File: src/tmc_pkg.sv
package tmc_pkg;

   // ********************************************************
   // register offsets, byte addresses on the bus
   // ********************************************************
   localparam logic [7:0] OFS_CTRL = 8'h00;
   localparam logic [7:0] OFS_CNT_LO = 8'h04;
   localparam logic [7:0] OFS_CNT_HI = 8'h08;
   localparam logic [7:0] OFS_CAP_LO = 8'h0C;
   localparam logic [7:0] OFS_CAP_HI = 8'h10;
   localparam logic [7:0] OFS_CMP_LO = 8'h14;
   localparam logic [7:0] OFS_CMP_HI = 8'h18;
   localparam logic [7:0] OFS_FLAGS = 8'h1C;
   localparam logic [7:0] OFS_IRQ_EN = 8'h20;
   localparam logic [7:0] OFS_SRC_SEL = 8'h24;

   // ********************************************************
   // field positions
   // ********************************************************
   localparam int CS_LSB = 0;
   localparam int EDGE_BIT = 6;
   localparam int FILT_BIT = 7;
   localparam int WGM_LSB = 8;
   localparam int OVF_BIT = 0;
   localparam int CAP_BIT = 1;
   localparam int SRC_BIT = 0;

   // ********************************************************
   // reset values and fixed counter limits
   // ********************************************************
   localparam logic [15:0] CNT_RST = 16'h0000;
   localparam logic [15:0] CAP_RST = 16'h0000;
   localparam logic [15:0] CMP_RST = 16'h0000;
   localparam logic [7:0] TEMP_RST = 8'h00;
   localparam logic [15:0] BOTTOM = 16'h0000;
   localparam logic [15:0] MAX = 16'hFFFF;
   localparam logic [15:0] TOP_8 = 16'h00FF;
   localparam logic [15:0] TOP_9 = 16'h01FF;
   localparam logic [15:0] TOP_10 = 16'h03FF;

   // ********************************************************
   // timing counts
   // ********************************************************
   localparam int FILT_SAMPLES = 4;
   localparam int PRE_W = 10;
   localparam logic [PRE_W-1:0] DIV8_M = 10'h007;
   localparam logic [PRE_W-1:0] DIV64_M = 10'h03F;
   localparam logic [PRE_W-1:0] DIV256_M = 10'h0FF;
   localparam logic [PRE_W-1:0] DIV1024_M = 10'h3FF;

   // ********************************************************
   // types
   // ********************************************************
   typedef enum logic [2:0] {
      CS_STOP, CS_DIV1, CS_DIV8, CS_DIV64, CS_DIV256, CS_DIV1024,
      CS_EXT_FALL, CS_EXT_RISE
   } tmc_cs_t;

   typedef enum logic {DIR_UP, DIR_DOWN} tmc_dir_t;

   typedef struct packed {
      logic [3:0] wgm;
      logic filt_en;
      logic edge_rise;
      tmc_cs_t cs;
   } tmc_ctrl_t;

   localparam tmc_ctrl_t CTRL_RST = '{4'h0, 1'b0, 1'b0, CS_STOP};

endpackage : tmc_pkg

File: src/tmc_timer.sv
// The Wishbone register port and the register offsets were chosen for this implementation.
`timescale 1ns/1ns
// Operation
// - 16-bit counter clears, counts up or down
// - clock select zero stops counting; software writes still load it
// - software reads and writes counter any time
// - software counter write beats clear and count
// - high byte goes via holding register, except compare high byte reads
// - one holding register for all 16-bit registers
// - overflow flag set per mode, raises interrupt
// - qualified capture edge copies counter to capture
// - capture flag sets with the capture copy
// - capture flag interrupts, clears on service/one
// - capture low read loads holding register
// - capture writable only in capture-top modes
// - first instance may capture comparator output
// - source change may capture; software clears flag
// - filter output changes after four equal samples
// - filter enable bit, four cycles, system clock
// - no captures in capture-top modes
// - new capture overwrites unread capture value
// - pin sampled even when driven by port
module tmc_timer
   import tmc_pkg::*;
#(
   parameter bit HAS_COMPARATOR = 1'b1
)
(
   // clock and reset
   input wire logic core_clk,
   input wire logic srst,
   input wire logic ce,
   // wishbone slave
   input wire logic wb_cyc_i,
   input wire logic wb_stb_i,
   input wire logic wb_we_i,
   input wire logic [7:0] wb_adr_i,
   input wire logic [3:0] wb_sel_i,
   input wire logic [31:0] wb_dat_i,
   output logic [31:0] wb_dat_o,
   output logic wb_ack_o,
   // pins
   input wire logic capture_pin,
   input wire logic comparator_output,
   input wire logic external_tick_pin,
   // interrupt requests and service acknowledges
   output logic ovf_irq,
   output logic cap_irq,
   input wire logic ovf_irq_ack,
   input wire logic cap_irq_ack
);

   // ********************************************************
   // helpers
   // ********************************************************
   function automatic logic icr_is_top(input logic [3:0] m);
      icr_is_top = m[3] & ~m[0];
   endfunction : icr_is_top

   function automatic logic [15:0] top_of(input logic [3:0] m,
                                          input logic [15:0] ocr,
                                          input logic [15:0] icr);
      case (m)
         4'h1, 4'h5: top_of = TOP_8;
         4'h2, 4'h6: top_of = TOP_9;
         4'h3, 4'h7: top_of = TOP_10;
         4'h4, 4'h9, 4'hB, 4'hF: top_of = ocr;
         4'h8, 4'hA, 4'hC, 4'hE: top_of = icr;
         default: top_of = MAX;
      endcase
   endfunction : top_of

   function automatic logic div_hit(input logic [PRE_W-1:0] p,
                                    input logic [PRE_W-1:0] m);
      div_hit = (p & m) == m;
   endfunction : div_hit

   // ********************************************************
   // state
   // ********************************************************
   tmc_ctrl_t ctrl_q;
   tmc_dir_t dir_q;
   tmc_dir_t dir_d;
   logic [15:0] cnt_q;
   logic [15:0] cnt_d;
   logic [15:0] cap_q;
   logic [15:0] cmp_q;
   logic [7:0] temp_q;
   logic [PRE_W-1:0] pre_q;
   logic ovf_flag_q;
   logic cap_flag_q;
   logic ovf_en_q;
   logic cap_en_q;
   logic src_cmp_q;
   logic ext1_q;
   logic ext2_q;
   logic ext3_q;
   logic ack_q;
   logic [31:0] dat_q;

   // ********************************************************
   // bus decode
   // ********************************************************
   logic acc;
   logic wr;
   logic rd;
   logic [7:0] wbyte;
   logic cnt_wr_lo;
   logic cnt_rd_lo;
   logic cap_wr_lo;
   logic cap_rd_lo;
   logic cmp_wr_lo;
   logic hi_wr;
   logic flags_wr;

   assign acc = ce & wb_cyc_i & wb_stb_i & ~ack_q;
   assign wr = acc & wb_we_i & wb_sel_i[0];
   assign rd = acc & ~wb_we_i;
   assign wbyte = wb_dat_i[7:0];
   assign cnt_wr_lo = wr & (wb_adr_i == OFS_CNT_LO);
   assign cnt_rd_lo = rd & (wb_adr_i == OFS_CNT_LO);
   assign cap_wr_lo = wr & (wb_adr_i == OFS_CAP_LO)
                      & icr_is_top(ctrl_q.wgm);
   assign cap_rd_lo = rd & (wb_adr_i == OFS_CAP_LO);
   assign cmp_wr_lo = wr & (wb_adr_i == OFS_CMP_LO);
   assign hi_wr = wr & (wb_adr_i == OFS_CNT_HI
                        || wb_adr_i == OFS_CAP_HI
                        || wb_adr_i == OFS_CMP_HI);
   assign flags_wr = wr & (wb_adr_i == OFS_FLAGS);

   // ********************************************************
   // timer tick
   // ********************************************************
   logic ext_rise;
   logic ext_fall;
   logic timer_tick;

   assign ext_rise = ext2_q & ~ext3_q;
   assign ext_fall = ~ext2_q & ext3_q;

   always_comb begin
      case (ctrl_q.cs)
         CS_STOP: timer_tick = 1'b0;
         CS_DIV1: timer_tick = 1'b1;
         CS_DIV8: timer_tick = div_hit(pre_q, DIV8_M);
         CS_DIV64: timer_tick = div_hit(pre_q, DIV64_M);
         CS_DIV256: timer_tick = div_hit(pre_q, DIV256_M);
         CS_DIV1024: timer_tick = div_hit(pre_q, DIV1024_M);
         CS_EXT_FALL: timer_tick = ext_fall;
         CS_EXT_RISE: timer_tick = ext_rise;
         default: timer_tick = 1'b0;
      endcase
   end

   // ********************************************************
   // counter unit
   // ********************************************************
   logic [15:0] top;
   logic dual;
   logic fast;
   logic plain;
   logic at_top;
   logic ovf_evt;

   assign top = top_of(ctrl_q.wgm, cmp_q, cap_q);
   assign dual = (ctrl_q.wgm inside {4'h1, 4'h2, 4'h3, 4'h8, 4'h9,
                                     4'hA, 4'hB});
   assign fast = (ctrl_q.wgm inside {4'h5, 4'h6, 4'h7, 4'hE, 4'hF});
   assign plain = (ctrl_q.wgm == 4'h0) || (ctrl_q.wgm == 4'hD);
   assign at_top = (cnt_q >= top);

   always_comb begin
      cnt_d = cnt_q;
      dir_d = dir_q;
      ovf_evt = 1'b0;
      if (cnt_wr_lo) begin
         cnt_d = {temp_q, wbyte};
      end else if (ce && timer_tick) begin
         if (dual) begin
            if (dir_q == DIR_UP) begin
               dir_d = at_top ? DIR_DOWN : DIR_UP;
               cnt_d = at_top ? cnt_q - 16'h0001 : cnt_q + 16'h0001;
            end else if (cnt_q == BOTTOM) begin
               dir_d = DIR_UP;
               cnt_d = cnt_q + 16'h0001;
               ovf_evt = 1'b1;
            end else begin
               cnt_d = cnt_q - 16'h0001;
            end
         end else if (!plain && cnt_q == top) begin
            cnt_d = BOTTOM;
            ovf_evt = fast || (top == MAX);
         end else begin
            cnt_d = cnt_q + 16'h0001;
            ovf_evt = (cnt_q == MAX);
         end
      end
   end

   // ********************************************************
   // capture unit
   // ********************************************************
   logic cap_src;
   logic cap_edge;
   logic cap_evt;
   logic cap_clr;
   logic ovf_clr;

   // pin read straight, so driving it from the port still captures
   assign cap_src = (HAS_COMPARATOR && src_cmp_q) ? comparator_output
                                                  : capture_pin;

   tmc_capture_cond u_cond (
      .core_clk(core_clk),
      .srst(srst),
      .ce(ce),
      .raw_i(cap_src),
      .filt_en(ctrl_q.filt_en),
      .rise_sel(ctrl_q.edge_rise),
      .edge_o(cap_edge)
   );

   assign cap_evt = ce & cap_edge & ~icr_is_top(ctrl_q.wgm);
   assign cap_clr = cap_irq_ack | (flags_wr & wbyte[CAP_BIT]);
   assign ovf_clr = ovf_irq_ack | (flags_wr & wbyte[OVF_BIT]);
   assign ovf_irq = ovf_flag_q & ovf_en_q;
   assign cap_irq = cap_flag_q & cap_en_q;

   // ********************************************************
   // read data
   // ********************************************************
   logic [31:0] rdata;

   always_comb begin
      case (wb_adr_i)
         OFS_CTRL: rdata = {20'h00000, ctrl_q.wgm, ctrl_q.filt_en,
                            ctrl_q.edge_rise, 3'h0, ctrl_q.cs};
         OFS_CNT_LO: rdata = {24'h000000, cnt_q[7:0]};
         OFS_CAP_LO: rdata = {24'h000000, cap_q[7:0]};
         OFS_CMP_LO: rdata = {24'h000000, cmp_q[7:0]};
         OFS_CNT_HI, OFS_CAP_HI: rdata = {24'h000000, temp_q};
         OFS_CMP_HI: rdata = {24'h000000, cmp_q[15:8]};
         OFS_FLAGS: rdata = {30'h00000000, cap_flag_q, ovf_flag_q};
         OFS_IRQ_EN: rdata = {30'h00000000, cap_en_q, ovf_en_q};
         OFS_SRC_SEL: rdata = {31'h00000000, src_cmp_q};
         default: rdata = 32'h00000000;
      endcase
   end

   assign wb_ack_o = ack_q;
   assign wb_dat_o = dat_q;

   // ********************************************************
   // registers
   // ********************************************************
   always_ff @(posedge core_clk) begin
      if (srst) begin
         ack_q <= 1'b0;
         dat_q <= 32'h00000000;
         pre_q <= '0;
         ext1_q <= 1'b0;
         ext2_q <= 1'b0;
         ext3_q <= 1'b0;
      end else if (ce) begin
         ack_q <= wb_cyc_i & wb_stb_i & ~ack_q;
         dat_q <= rd ? rdata : dat_q;
         pre_q <= pre_q + 10'h001;
         ext1_q <= external_tick_pin;
         ext2_q <= ext1_q;
         ext3_q <= ext2_q;
      end
   end

   always_ff @(posedge core_clk) begin
      if (srst) begin
         cnt_q <= CNT_RST;
         dir_q <= DIR_UP;
      end else if (ce) begin
         cnt_q <= cnt_d;
         dir_q <= dir_d;
      end
   end

   always_ff @(posedge core_clk) begin
      if (srst) begin
         temp_q <= TEMP_RST;
      end else if (hi_wr) begin
         temp_q <= wbyte;
      end else if (cnt_rd_lo) begin
         temp_q <= cnt_q[15:8];
      end else if (cap_rd_lo) begin
         temp_q <= cap_q[15:8];
      end
   end

   always_ff @(posedge core_clk) begin
      if (srst) begin
         cap_q <= CAP_RST;
         cmp_q <= CMP_RST;
      end else begin
         if (cap_wr_lo) begin
            cap_q <= {temp_q, wbyte};
         end else if (cap_evt) begin
            cap_q <= cnt_q;
         end
         if (cmp_wr_lo) begin
            cmp_q <= {temp_q, wbyte};
         end
      end
   end

   // set beats clear when both land in one cycle
   always_ff @(posedge core_clk) begin
      if (srst) begin
         ovf_flag_q <= 1'b0;
         cap_flag_q <= 1'b0;
      end else if (ce) begin
         ovf_flag_q <= ovf_evt | (ovf_flag_q & ~ovf_clr);
         cap_flag_q <= cap_evt | (cap_flag_q & ~cap_clr);
      end
   end

   always_ff @(posedge core_clk) begin
      if (srst) begin
         ctrl_q <= CTRL_RST;
         ovf_en_q <= 1'b0;
         cap_en_q <= 1'b0;
         src_cmp_q <= 1'b0;
      end else if (wr) begin
         if (wb_adr_i == OFS_CTRL) begin
            ctrl_q <= '{wb_dat_i[WGM_LSB+:4], wb_dat_i[FILT_BIT],
                        wb_dat_i[EDGE_BIT],
                        tmc_cs_t'(wb_dat_i[CS_LSB+:3])};
         end
         if (wb_adr_i == OFS_IRQ_EN) begin
            ovf_en_q <= wbyte[OVF_BIT];
            cap_en_q <= wbyte[CAP_BIT];
         end
         if (wb_adr_i == OFS_SRC_SEL) begin
            src_cmp_q <= wbyte[SRC_BIT] & HAS_COMPARATOR;
         end
      end
   end
endmodule : tmc_timer

File: src/tmc_capture_cond.sv
`timescale 1ns/1ns
module tmc_capture_cond
   import tmc_pkg::*;
(
   // clock and reset
   input wire logic core_clk,
   input wire logic srst,
   input wire logic ce,
   // trigger input and setup
   input wire logic raw_i,
   input wire logic filt_en,
   input wire logic rise_sel,
   // qualified edge
   output logic edge_o
);

   logic sync1_q;
   logic sync2_q;
   logic [FILT_SAMPLES-1:0] hist_q;
   logic filt_q;
   logic filt_d;
   logic prev_q;
   logic all_same;

   // filter looks at history only, never at the first sync stage
   assign all_same = (&hist_q) | (~|hist_q);
   assign filt_d = filt_en ? (all_same ? hist_q[0] : filt_q)
                           : sync2_q;
   assign edge_o = rise_sel ? (filt_q & ~prev_q)
                            : (~filt_q & prev_q);

   always_ff @(posedge core_clk) begin
      if (srst) begin
         sync1_q <= 1'b0;
         sync2_q <= 1'b0;
         hist_q <= '0;
         filt_q <= 1'b0;
         prev_q <= 1'b0;
      end else if (ce) begin
         sync1_q <= raw_i;
         sync2_q <= sync1_q;
         hist_q <= {hist_q[FILT_SAMPLES-2:0], sync2_q};
         filt_q <= filt_d;
         prev_q <= filt_q;
      end
   end
endmodule : tmc_capture_cond

File: config.mk
export PLATFORM = sky130hd
export DESIGN_NAME = tmc_timer
export DESIGN_NICKNAME = d
export VERILOG_FILES = /design/src/tmc_pkg.sv /design/src/tmc_timer.sv /design/src/tmc_capture_cond.sv
export SDC_FILE = /design/constraint.sdc
export NUM_CORES = 1
export LEC_CHECK = 0
export BUFFER_PORTS_ARGS = -buffer_cell sky130_fd_sc_hd__buf_4
export CAP_MARGIN = 20
export CELL_PAD_IN_SITES_DETAIL_PLACEMENT = 1
export CELL_PAD_IN_SITES_GLOBAL_PLACEMENT = 2
export CORE_MARGIN = 3
export CORE_UTILIZATION = 37
export DETAILED_ROUTE_END_ITERATION = 16
export GPL_ROUTABILITY_DRIVEN = 0
export GPL_TIMING_DRIVEN = 0
export PLACE_DENSITY_LB_ADDON = 0.1
export SLEW_MARGIN = 25
export SYNTH_ARGS = -nofsm -noshare
export SYNTH_HDL_FRONTEND = slang
export SYNTH_SLANG_ARGS = --single-unit
File: constraint.sdc
create_clock -name core_clk -period 5.35 [get_ports core_clk]
set_input_delay 0.8025 -clock core_clk [delete_from_list [all_inputs] [get_ports core_clk]]
set_output_delay 0.8025 -clock core_clk [all_outputs]
set_load 0.01 [all_outputs]
# Word-level counts from Yosys, hierarchy flattened
# Index checks and enable logic that the tools add are counted.
op_classes:
  addsub: 3
  mul: 0
  n_div: 0
  n_lt_le_gt_ge: 1
  n_eq_ne: 39
  shifts: 0
  mux: 28
  n_bitwise: 45
  reduce_logical: 32
ops:
  columns: ["op", "n"]
  rows:
  - ["$mux W16", 9]
  - ["$pmux W12 S9", 1]
  - ["$pmux W16 S5", 1]
  - ["$eq A16 B16 Y1 const B", 2]
  - ["$eq A4 B4 Y1 const B", 8]
  - ["$eq A8 B5 Y1 const B", 4]
  - ["$and A1 B1 Y1", 29]
  - ["$mux W8", 3]
  - ["$add A16 B1 Y16 const B", 1]
  - ["$eq A16 B16 Y1", 1]
  - ["$eq A4 B3 Y1 const B", 4]
  - ["$eq A8 B4 Y1 const B", 2]
  - ["$eq A8 B6 Y1 const B", 2]
  - ["$ge A16 B16 Y1", 1]
  - ["$logic_not A16 Y1", 1]
  - ["$sub A16 B1 Y16 const B", 1]
  - ["$eq A3 B3 Y1 const B", 5]
  - ["$mux W1", 13]
  - ["$reduce_and A2 Y1", 6]
  - ["$reduce_or A4 Y1", 3]
  - ["$not A1 Y1", 11]
  - ["$add A10 B1 Y10 const B", 1]
  - ["$eq A10 B10 Y1 const B", 1]
  - ["$eq A4 B2 Y1 const B", 2]
  - ["other kinds (21)", 36]
word_totals:
  ff_bits: 125
  latch_bits: 0
  mem_bits_rw: 0
  romBits: 0
  input_bits: 55
  out_inout_bits: 35
  word_cells: 173
  n_memories: 0

# Depth between registers and ports, before layout
# Gate-level depths: netlist (run 1).
logic_depth:
  word_depth: 11
  ltp_mapped: 16
  ltp_nobuf: 12

# Hierarchy
# Synthesis (run 1) repeated with hierarchy kept, for this count alone.
hier_totals:
  cells_unflattened: 850
  hier_area_um2: 6586.3
modules_own_cells:
  columns: ["module", "n_inst", "cells_per_inst", "area_each_um2", "seq_area_each_um2"]
  rows:
  - ["tmc_timer", 1, 815, 6238.5, 1941.9]
  - ["tmc_capture_cond", 1, 35, 347.8, 160.2]

# Worst setup path before layout (run 1)
# No wires, ideal clock.
synth_path:
  kind: "register to register"
  from: "reg ctrl_q[7] in the netlist's numbering"
  to: "reg cnt_q[2]"
  setup_time_ns: 0.137
  t_arrival_ns: 3.388
  required_time_ns: 5.213
  setup_slack_ns: 1.825
  path_stages_with_launch: 15
  path_buffers: 3
  period_less_slack_ns: 3.525
  path_cell_list: "dfxtp_1 > clkbuf_1 > nand2b_1 > a32o_1 > buf_2 > buf_2 > o21ai_0 > ha_1 > nand2b_1 > a2111o_1 > a32oi_2 > a21oi_1 > mux2_2 > o41ai_1 > a31oi_1"
synth_between:
  elab_chain_len: 9
  word_cells_on_any_way: 34
  cone_classes: "1 x order compare; 16 x eq/ne; 7 x mux; 10 x reduce/logical"
synth_lines:
  columns: ["item", "line_no", "rtl"]
  rows:
  - ["start, declared", "tmc_timer.sv:81", "tmc_ctrl_t ctrl_q;"]
  - ["start signal, assigned", "tmc_timer.sv:331", "ctrl_q <= '{wb_dat_i[WGM_LSB+:4], wb_dat_i[FILT_BIT],"]
  - ["$eq A4 B4 Y1, or another cell as far along", "tmc_timer.sv:63, tmc_timer.sv:166", null]
  - ["$reduce_or A4 Y1 or $reduce_or A2 Y1 (tied branches)", "tmc_timer.sv:63", "case (m)"]
  - ["$pmux W16 S5", "tmc_timer.sv:63", null]
  - ["$ge A16 B16 Y1 or $eq A16 B16 Y1 (tied branches)", "tmc_timer.sv:170, tmc_timer.sv:190", null]
  - ["$mux W16 or $logic_and A1 B1 Y1 (tied branches)", "tmc_timer.sv:182, tmc_timer.sv:190", null]
  - ["$mux W16 (on tied branches)", "tmc_timer.sv:180, tmc_timer.sv:190", null]
  - ["$mux W16 *", "tmc_timer.sv:179", "if (dual) begin"]
  - ["$mux W16 *", "tmc_timer.sv:178", "end else if (ce && timer_tick) begin"]
  - ["$mux W16 *", "tmc_timer.sv:176", "if (cnt_wr_lo) begin"]
  - ["end signal, assigned", "tmc_timer.sv:279", "cnt_q <= cnt_d;"]
  - ["end, declared", "tmc_timer.sv:84", "logic [15:0] cnt_q;"]
# Every way passes the cells marked *; elsewhere a longest branch is shown, timed or not. The select of a mux whose other input is x is not followed.
# A chain may end at the register's enable or synchronous reset.

# Worst setup path after layout (run 1)
layout_path:
  from: "reg ctrl_q[7] in the netlist's numbering"
  to: "reg ovf_flag_q"
layout_between:
  elab_chain_len: 10
  word_cells_on_any_way: 35
  cone_classes: "17 x eq/ne; 5 x mux; 1 x bitwise; 12 x reduce/logical"
layout_lines:
  columns: ["item", "line_no", "rtl"]
  rows:
  - ["$eq A4 B4 Y1, or another cell as far along", "tmc_timer.sv:63, tmc_timer.sv:166", null]
  - ["$reduce_or A4 Y1 or $reduce_or A2 Y1 (tied branches)", "tmc_timer.sv:63", null]
  - ["$pmux W16 S5", "tmc_timer.sv:63", null]
  - ["$eq A16 B16 Y1 (on tied branches)", "tmc_timer.sv:192, tmc_timer.sv:190", null]
  - ["$logic_or A1 B1 Y1 or $logic_and A1 B1 Y1 (tied branches)", "tmc_timer.sv:192, tmc_timer.sv:190", null]
  - ["$mux W1", "tmc_timer.sv:190", "end else if (!plain && cnt_q == top) begin"]
  - ["$mux W1 *", "tmc_timer.sv:179", null]
  - ["$mux W1 *", "tmc_timer.sv:178", null]
  - ["$mux W1 *", "tmc_timer.sv:176", null]
  - ["$or A1 B1 Y1 *", "tmc_timer.sv:318", "ovf_flag_q <= ovf_evt | (ovf_flag_q & ~ovf_clr);"]
  - ["end signal, assigned", "tmc_timer.sv:318", null]
  - ["end, declared", "tmc_timer.sv:90", "logic ovf_flag_q;"]
# Every way passes the cells marked *; elsewhere a longest branch is shown, timed or not.

==> results of run 1 <==
## routing by layer
| metal | track usage [%] | up-vias |
|---|---|---|
| li1 | - | 3153 |
| met1 | 36.6 | 3396 |
| met2 | 44.1 | 247 |
| met3 | 5.88 | 53 |
| met4 | 7.67 | 0 |
| met5 | 0 | - |
## state kept, by name, summed over array words and instances, names as in the netlist, 4 cells and up
name and count:
pre_q 10, u_cond.hist_q 4, cap_q 16, ctrl_q 9, temp_q 8, cmp_q 16, wb_dat_o 12, cnt_q 16
## cells in the final DEF, fill, tap and decap left out, drive strengths merged, types with 5 or more instances in the layout
master   Yosys  final
dfxtp      105    105
nor2        98     98
nand2       87     87
buf         36     79
a21oi       57     57
clkbuf      44     54
mux2i       45     45
a22oi       33     33
o21ai       30     30
a211oi      29     29
nand3       21     21
ha          21     21
and3        20     20
conb         1     20
nor3        14     14
nand4       13     13
and2        12     12
a31oi       10     10
or3          9      9
a221oi       9      9
inv          7      9
a21o         9      9
mux2         8      8
a22o         7      7
xor2         7      7
nand2b       6      6
a32oi        6      6
or4          6      6
nor3b        5      5
a2111oi      5      5
nor4         5      5
## cells by family (layout without fill, tap and decap cells)
logic type / count (synthesis) / count (layout)
simple gates: 309 / 309
fa+ha+maj: 21 / 21
buf+inv: 87 / 145
compound gates: 234 / 234
mux: 53 / 53
other cells: 1 / 20
flops: 105 / 105
xor+xnor: 11 / 11
## where the power goes
part | total (mW) | switching, mW | internal, mW
sequential | 0.793 | 0.00677 | 0.786
combinational | 0.116 | 0.0712 | 0.0448
clock | 0.656 | 0.337 | 0.319
## final cells by class
| class | instances | area, µm² |
|---|---|---|
| Buffer | 80 | 407 |
| Inverter | 7 | 26.3 |
| Multi-Input combinational cell | 648 | 4110 |
| Tap cell | 225 | 282 |
| Clock buffer | 10 | 229 |
| Sequential cell | 105 | 2100 |
| Fill cell | 2142 | 9840 |
| Clock inverter | 5 | 40.0 |
| Timing Repair Buffer | 43 | 323 |
## through the flow
step	hold WS (ns)	utilization, %	cell area (µm²)	setup slack (ns)	cells
after global placement	0.445	41.7	7240	0.540	1108
after global routing	0.497	43.3	7510	0.0206	1123
after CTS	0.467	43.3	7510	0.421	1123
final	0.457	43.3	7510	0.273	1123
after floorplan	0.449	-	6640	1.83	840
after detailed placement	0.455	41.7	7240	0.493	1108
## worst max-delay path by stage
| stage | from | to |
|---|---|---|
| 2_1_floorplan | ctrl_q[7]$_SDFFE_PP0P_ | cnt_q[2]$_SDFFE_PP0P_ |
| 3_3_place_gp | ctrl_q[7]$_SDFFE_PP0P_ | ovf_flag_q$_SDFFE_PP0P_ |
| 3_5_place_dp | ctrl_q[7]$_SDFFE_PP0P_ | ovf_flag_q$_SDFFE_PP0P_ |
| 4_1_cts | ctrl_q[7]$_SDFFE_PP0P_ | ovf_flag_q$_SDFFE_PP0P_ |
| 5_1_grt | ctrl_q[7]$_SDFFE_PP0P_ | ovf_flag_q$_SDFFE_PP0P_ |
| 6_report | ctrl_q[7]$_SDFFE_PP0P_ | ovf_flag_q$_SDFFE_PP0P_ |
## worst min-delay path, cell delays in order (launching register included)
cell and delay [ns]:
dfxtp_1 0.32, nand2_1 0.05, a21oi_1 0.05
==> summary.txt, run 1 <==
Logic synthesis
  • Synth top area share: 32.0%
  • Synth Flop Type: dfxtp_1
  • Post-synthesis compound-gate area fraction: 24.6%
  • Post-synth EDFFs: 0
  • Synthesized netlist cell count: 821
  • Largest family of logic cells by synthesized area: compound AO/OA/AOI/OAI gates
  • Area leader, netlist: dfxtp_1
  • Synth top area cells: dfxtp_1, mux2i_1, nor2_1
  • XOR/XNOR share of the synthesized area: 1.47%
  • Register area share after synthesis: 32.0%
  • Flops & latches, synth: 105
  • Mux contribution to synthesized area: 8.23%
  • Simple-Gate Fraction of Synth Area: 23.0%
  • Synth warn: 0
  • Synth top cells by count: dfxtp_1, nor2_1, nand2_1
  • Count of different cell masters after synthesis: 76
  • Adder and majority cell fraction of the synthesized area: 4.00%
  • Top-count cell post-synth: dfxtp_1
  • Avg Inst Size Synth: 8.00 µm²
  • Async S/R FF share, synth: 0%
  • Syn Std Cell Area: 0.00657 mm²

Floorplan
  • Ports: 90
  • Height of the die: 139 µm
  • Die ar.: 0.0194 mm²
  • Starting Density: 37.8%
  • Core area: 0.0174 mm²
  • # rows: 48
  • Die Wd: 139 µm

Clock network
  • CTS tree: done
  • Clk sinks: 105
  • # hold bufs at CTS: 0
  • H-tree Lvls: 3
  • CTS Root Cell: clkbuf_16
  • Clock Latency Late Sink: 0.36 ns
  • CTS Buffer Depth: 2
  • Clk slew on worst S/H paths: 0.08 ns
  • Total CTS buffers: 9
  • Post-CTS Resized: 0
  • Post-CTS Setup Inserts: 0

Drt
  • Vias per inst: 6.10
  • Routed WL: 26600 µm
  • Top sig layer: met4
  • WL/cell: 23.7 µm
  • Antenna Nets Post-Route: 0
  • Post-route DRC: 0
  • Initial DRT Pass Iterations: 5
  • DR iter-0 viols: 582
  • Via count: 6849
  • Met3 WL: 1770 µm
  • WL met1: 11700 µm
  • Met2 WL: 12400 µm

STA
  • Number of setup violations in the final report: 0
  • Fin crit share: 94.9%
  • Worst Skew: 0.00770 ns
  • Min Tclk post-route: 5.08 ns
  • Fmax achieved: 197 MHz
  • Final setup TNS: 0 ns
  • Unrepaired setup endpoints after global routing: false
  • Worst-Margin Slew: 1.09 ns
  • Max-slew violations: 0
  • Rel. slew slack: 27.1%
  • Final hold violations: 0

Layout
  • Layout area overhead: 14.4%
  • # diodes: 0
  • Fin nets: 970
  • Layout cells sized above 1: 12.8%

Setup path
  • Worst r2r src: ctrl_q[7]$_SDFFE_PP0P_
  • WP buf/inv: 1
  • Crit Path Max Fanout: 10
  • R2R Path End: ovf_flag_q$_SDFFE_PP0P_
  • Startpoint types: register
  • Worst R2R Setup Slack: 0.27 ns
  • CP arrival: 5.36 ns
  • Worst EP required: 5.63 ns
  • CP endpoint kind: register
  • CP peak stage delay: 0.91 ns
  • Cell family with most CP delay: simple AND/OR/NAND/NOR gates
  • Crit-path slowest cell: nor4_1
  • Levels on crit path: 12
  • Critical path class: register to register
  • Register-to-Register Path Depth: 12
  • Crit-path cells: clkbuf_1 > nand3_1 > a21oi_1 > a221oi_1 > ha_1 > nand4_1 > nor4_1 > nand2b_1 > nand2_1 > a31oi_1 > or4_1 > o22ai_1

Placed design
  • Final HPWL DP: 20300 µm
  • # port buffers: 43

Power
  • Leak Pwr: 3.01 nW
  • Overall Power: 1.57 mW
  • Pwr/cell area: 208 mW/mm²
  • VDD IR-drop max: 0.000139 V

Min path
  • Worst Hold Endpoint: wb_dat_o[8]$_SDFFE_PP0P_
  • Hold depth: 2
  • Critical hold path startpoint: wb_dat_o[8]$_SDFFE_PP0P_
  • Min-Delay Path Class: register to register

Run status
  • Run status: complete, no violations

Global route
  • Largest net degree at the start of global routing: 18
  • Vias in the first global route: 6898
  • First-pass GRT wire length: 41300 µm
  • Total grt overflow: 0
  • Initial antenna violation count: 0
  • Total GRT Usage: 27.2%

Run
  • Max-cap viol count: 0
(Power assumes the default switching activity.)
==> run 2, diff against run 1 <==
Settings changed: ABC_CLOCK_PERIOD_IN_PS from default to 5350, CORE_UTILIZATION 37 to 38, CTS_BUF_LIST from default to sky130_fd_sc_hd__clkbuf_4, MAX_ROUTING_LAYER from default to met4.
==> summary.txt, run 2 (synthesized netlist as in run 1, its figures left out) <==
Run status
  • Run status: complete, no violations

Min path
  • Hold depth: 2
  • Min-Delay Path Class: register to register
  • Worst Hold Endpoint: wb_dat_o[8]$_SDFFE_PP0P_
  • Critical hold path startpoint: wb_dat_o[8]$_SDFFE_PP0P_

Power
  • Flop pwr share: 59.3%
  • Switching share of power: 30.1%
  • Leak Pwr: 2.95 nW
  • Comb power frac: 8.7%
  • Pint: 0.938 mW
  • Reported net switching power: 0.404 mW
  • Clk pwr share: 32.1%
  • Pwr/cell area: 182 mW/mm²
  • VDD IR-drop max: 0.000123 V

Setup path
  • CP arrival: 5.43 ns
  • Worst r2r src: ctrl_q[8]$_SDFFE_PP0P_
  • Worst R2R Setup Slack: 0.32 ns
  • CP endpoint kind: register
  • Startpoint types: register
  • Register-to-Register Path Depth: 13
  • R2R Path End: cnt_q[6]$_SDFFE_PP0P_
  • Critical path class: register to register
  • Crit Path Max Fanout: 10
  • Worst EP required: 5.75 ns

Floorplan
  • Die ar.: 0.0189 mm²
  • # rows: 47
  • Height of the die: 137 µm
  • Die Wd: 137 µm
  • Ports: 90
  • Starting Density: 39.2%
  • Core area: 0.0168 mm²

Layout
  • Design Area, Final: 0.00738 mm²
  • Most frequent cells in the layout: dfxtp_1, nor2_1, nand2_1
  • Fill count: 2076
  • Layout cells sized above 1: 13.1%
  • Layout area overhead: 12.3%
  • Commonest non-fill, non-tap cell in the layout: dfxtp_1
  • Non-Filler Instances: 1121
  • Multi-input logic area: 0.00411 mm²
  • Biggest regs: cap_q x16, cmp_q x16, cnt_q x16
  • Util after Layout: 44.0%
  • FF/Latch Area: 0.00210 mm²
  • Fin nets: 970

Clock network
  • # hold bufs at CTS: 0
  • Clock Latency Late Sink: 0.53 ns
  • Post-CTS Setup Inserts: 0
  • H-tree Lvls: 3
  • CTS tree: done
  • Post-CTS Resized: 0
  • CTS Root Cell: clkbuf_4
  • CTS Buffer Depth: 2
  • Total CTS buffers: 9
  • Clk sinks: 105
  • Clk slew on worst S/H paths: 0.20 ns

Drt
  • Post-route DRC: 0
  • Routed WL: 26900 µm
  • Via count: 6964
  • WL/cell: 24.0 µm
  • Initial DRT Pass Iterations: 7
  • Vias per inst: 6.21
  • DR iter-0 viols: 729
  • Antenna Nets Post-Route: 0

STA
  • Min Tclk post-route: 5.03 ns
  • Worst-Margin Slew: 1.10 ns
  • Number of setup violations in the final report: 0
  • Final hold violations: 0
  • Fmax achieved: 199 MHz
  • Worst Skew: 0.0294 ns
  • Rel. slew slack: 25.9%
  • Unrepaired setup endpoints after global routing: false
  • Fin crit share: 93.9%
  • Final setup TNS: 0 ns
  • Max-slew violations: 0
  • Final worst setup slack: 0.324 ns

Global route
  • Largest net degree at the start of global routing: 20
  • Total grt overflow: 0
  • Initial antenna violation count: 1
  • Vias in the first global route: 6947
  • First-pass GRT wire length: 40300 µm
  • Total GRT Usage: 29.1%

Run
  • Max-cap viol count: 0

Placed design
  • Pre-CTS setup slack: 0.637 ns
  • Placed Instances: 1103
  • Final HPWL DP: 20300 µm
  • # port buffers: 43
  • Placed instance area: 0.00724 mm²
-- run 2: cell count changes in the layout (fill, tap and decap cells not counted), sizes merged --
cell,delta
diode,+2
clkbuf,-1
clkinvlp,+1
inv,+1
-- run 2: worst max-delay path by stage --
stage                                start                 endpoint  slack [ns]  cells after the start
global placement    ctrl_q[8]$_SDFFE_PP0P_  ovf_flag_q$_SDFFE_PP0P_        0.60                     13
detailed placement  ctrl_q[7]$_SDFFE_PP0P_    cnt_q[6]$_SDFFE_PP0P_        0.64                     12
floorplan           ctrl_q[7]$_SDFFE_PP0P_    cnt_q[2]$_SDFFE_PP0P_        1.83                     14
global route        ctrl_q[8]$_SDFFE_PP0P_    cnt_q[6]$_SDFFE_PP0P_        0.21                     13
finish              ctrl_q[8]$_SDFFE_PP0P_    cnt_q[6]$_SDFFE_PP0P_        0.32                     13
CTS                 ctrl_q[8]$_SDFFE_PP0P_    cnt_q[6]$_SDFFE_PP0P_        0.61                     13
-- run 2: stage by stage --
step,hold slack (ns),total power [mW]
CTS,0.476,1.34
floorplan,0.449,0.874
global placement,0.449,0.923
global route,0.499,1.38
detailed placement,0.455,0.925
finish,0.473,1.34
-- run 2: worst max-delay path: stages, from the launching register on --
cell and delay [ns]:
dfxtp_1 0.44, clkbuf_1 0.36, nor2b_1 0.33, clkbuf_1 0.48, nor2_1 0.28, a211oi_1 0.33
ha_1 0.19, nand4_1 0.17, nor4_1 0.93, nor3b_1 0.70, nor3b_1 0.12, a211oi_1 0.24
a22o_1 0.24, a211oi_1 0.10
-- run 2: final cells by class --
type | count | share of cell area [%]
repair buffers | 43 | 4.38
clock buffers | 9 | 0.916
clock inverters | 7 | 0.848
multi-input cells | 648 | 55.7
well taps | 220 | 3.73
inverters | 7 | 0.356
plain buffers | 80 | 5.51
diodes | 2 | 0.0678
flip-flops and latches | 105 | 28.5
-- run 2: power by group through the flow --
stage / combinational [mW] / clock, mW / sequential (mW)
global route: 0.125 / 0.459 / 0.797
CTS: 0.115 / 0.432 / 0.795
finish: 0.117 / 0.430 / 0.795
floorplan: 0.0648 / 0 / 0.809
global placement: 0.112 / 0 / 0.811
detailed placement: 0.114 / 0 / 0.811
-- run 2: metal layers --
| layer | share of wire, % | global-route usage, % | vias up |
|---|---|---|---|
| li1 | - | - | 3148 |
| met1 | 43 | 36.6 | 3492 |
| met2 | 47 | 46.5 | 255 |
| met3 | 6.1 | 4.67 | 69 |
| met4 | 3.5 | 12.0 | 0 |
| met5 | 0 | - | - |
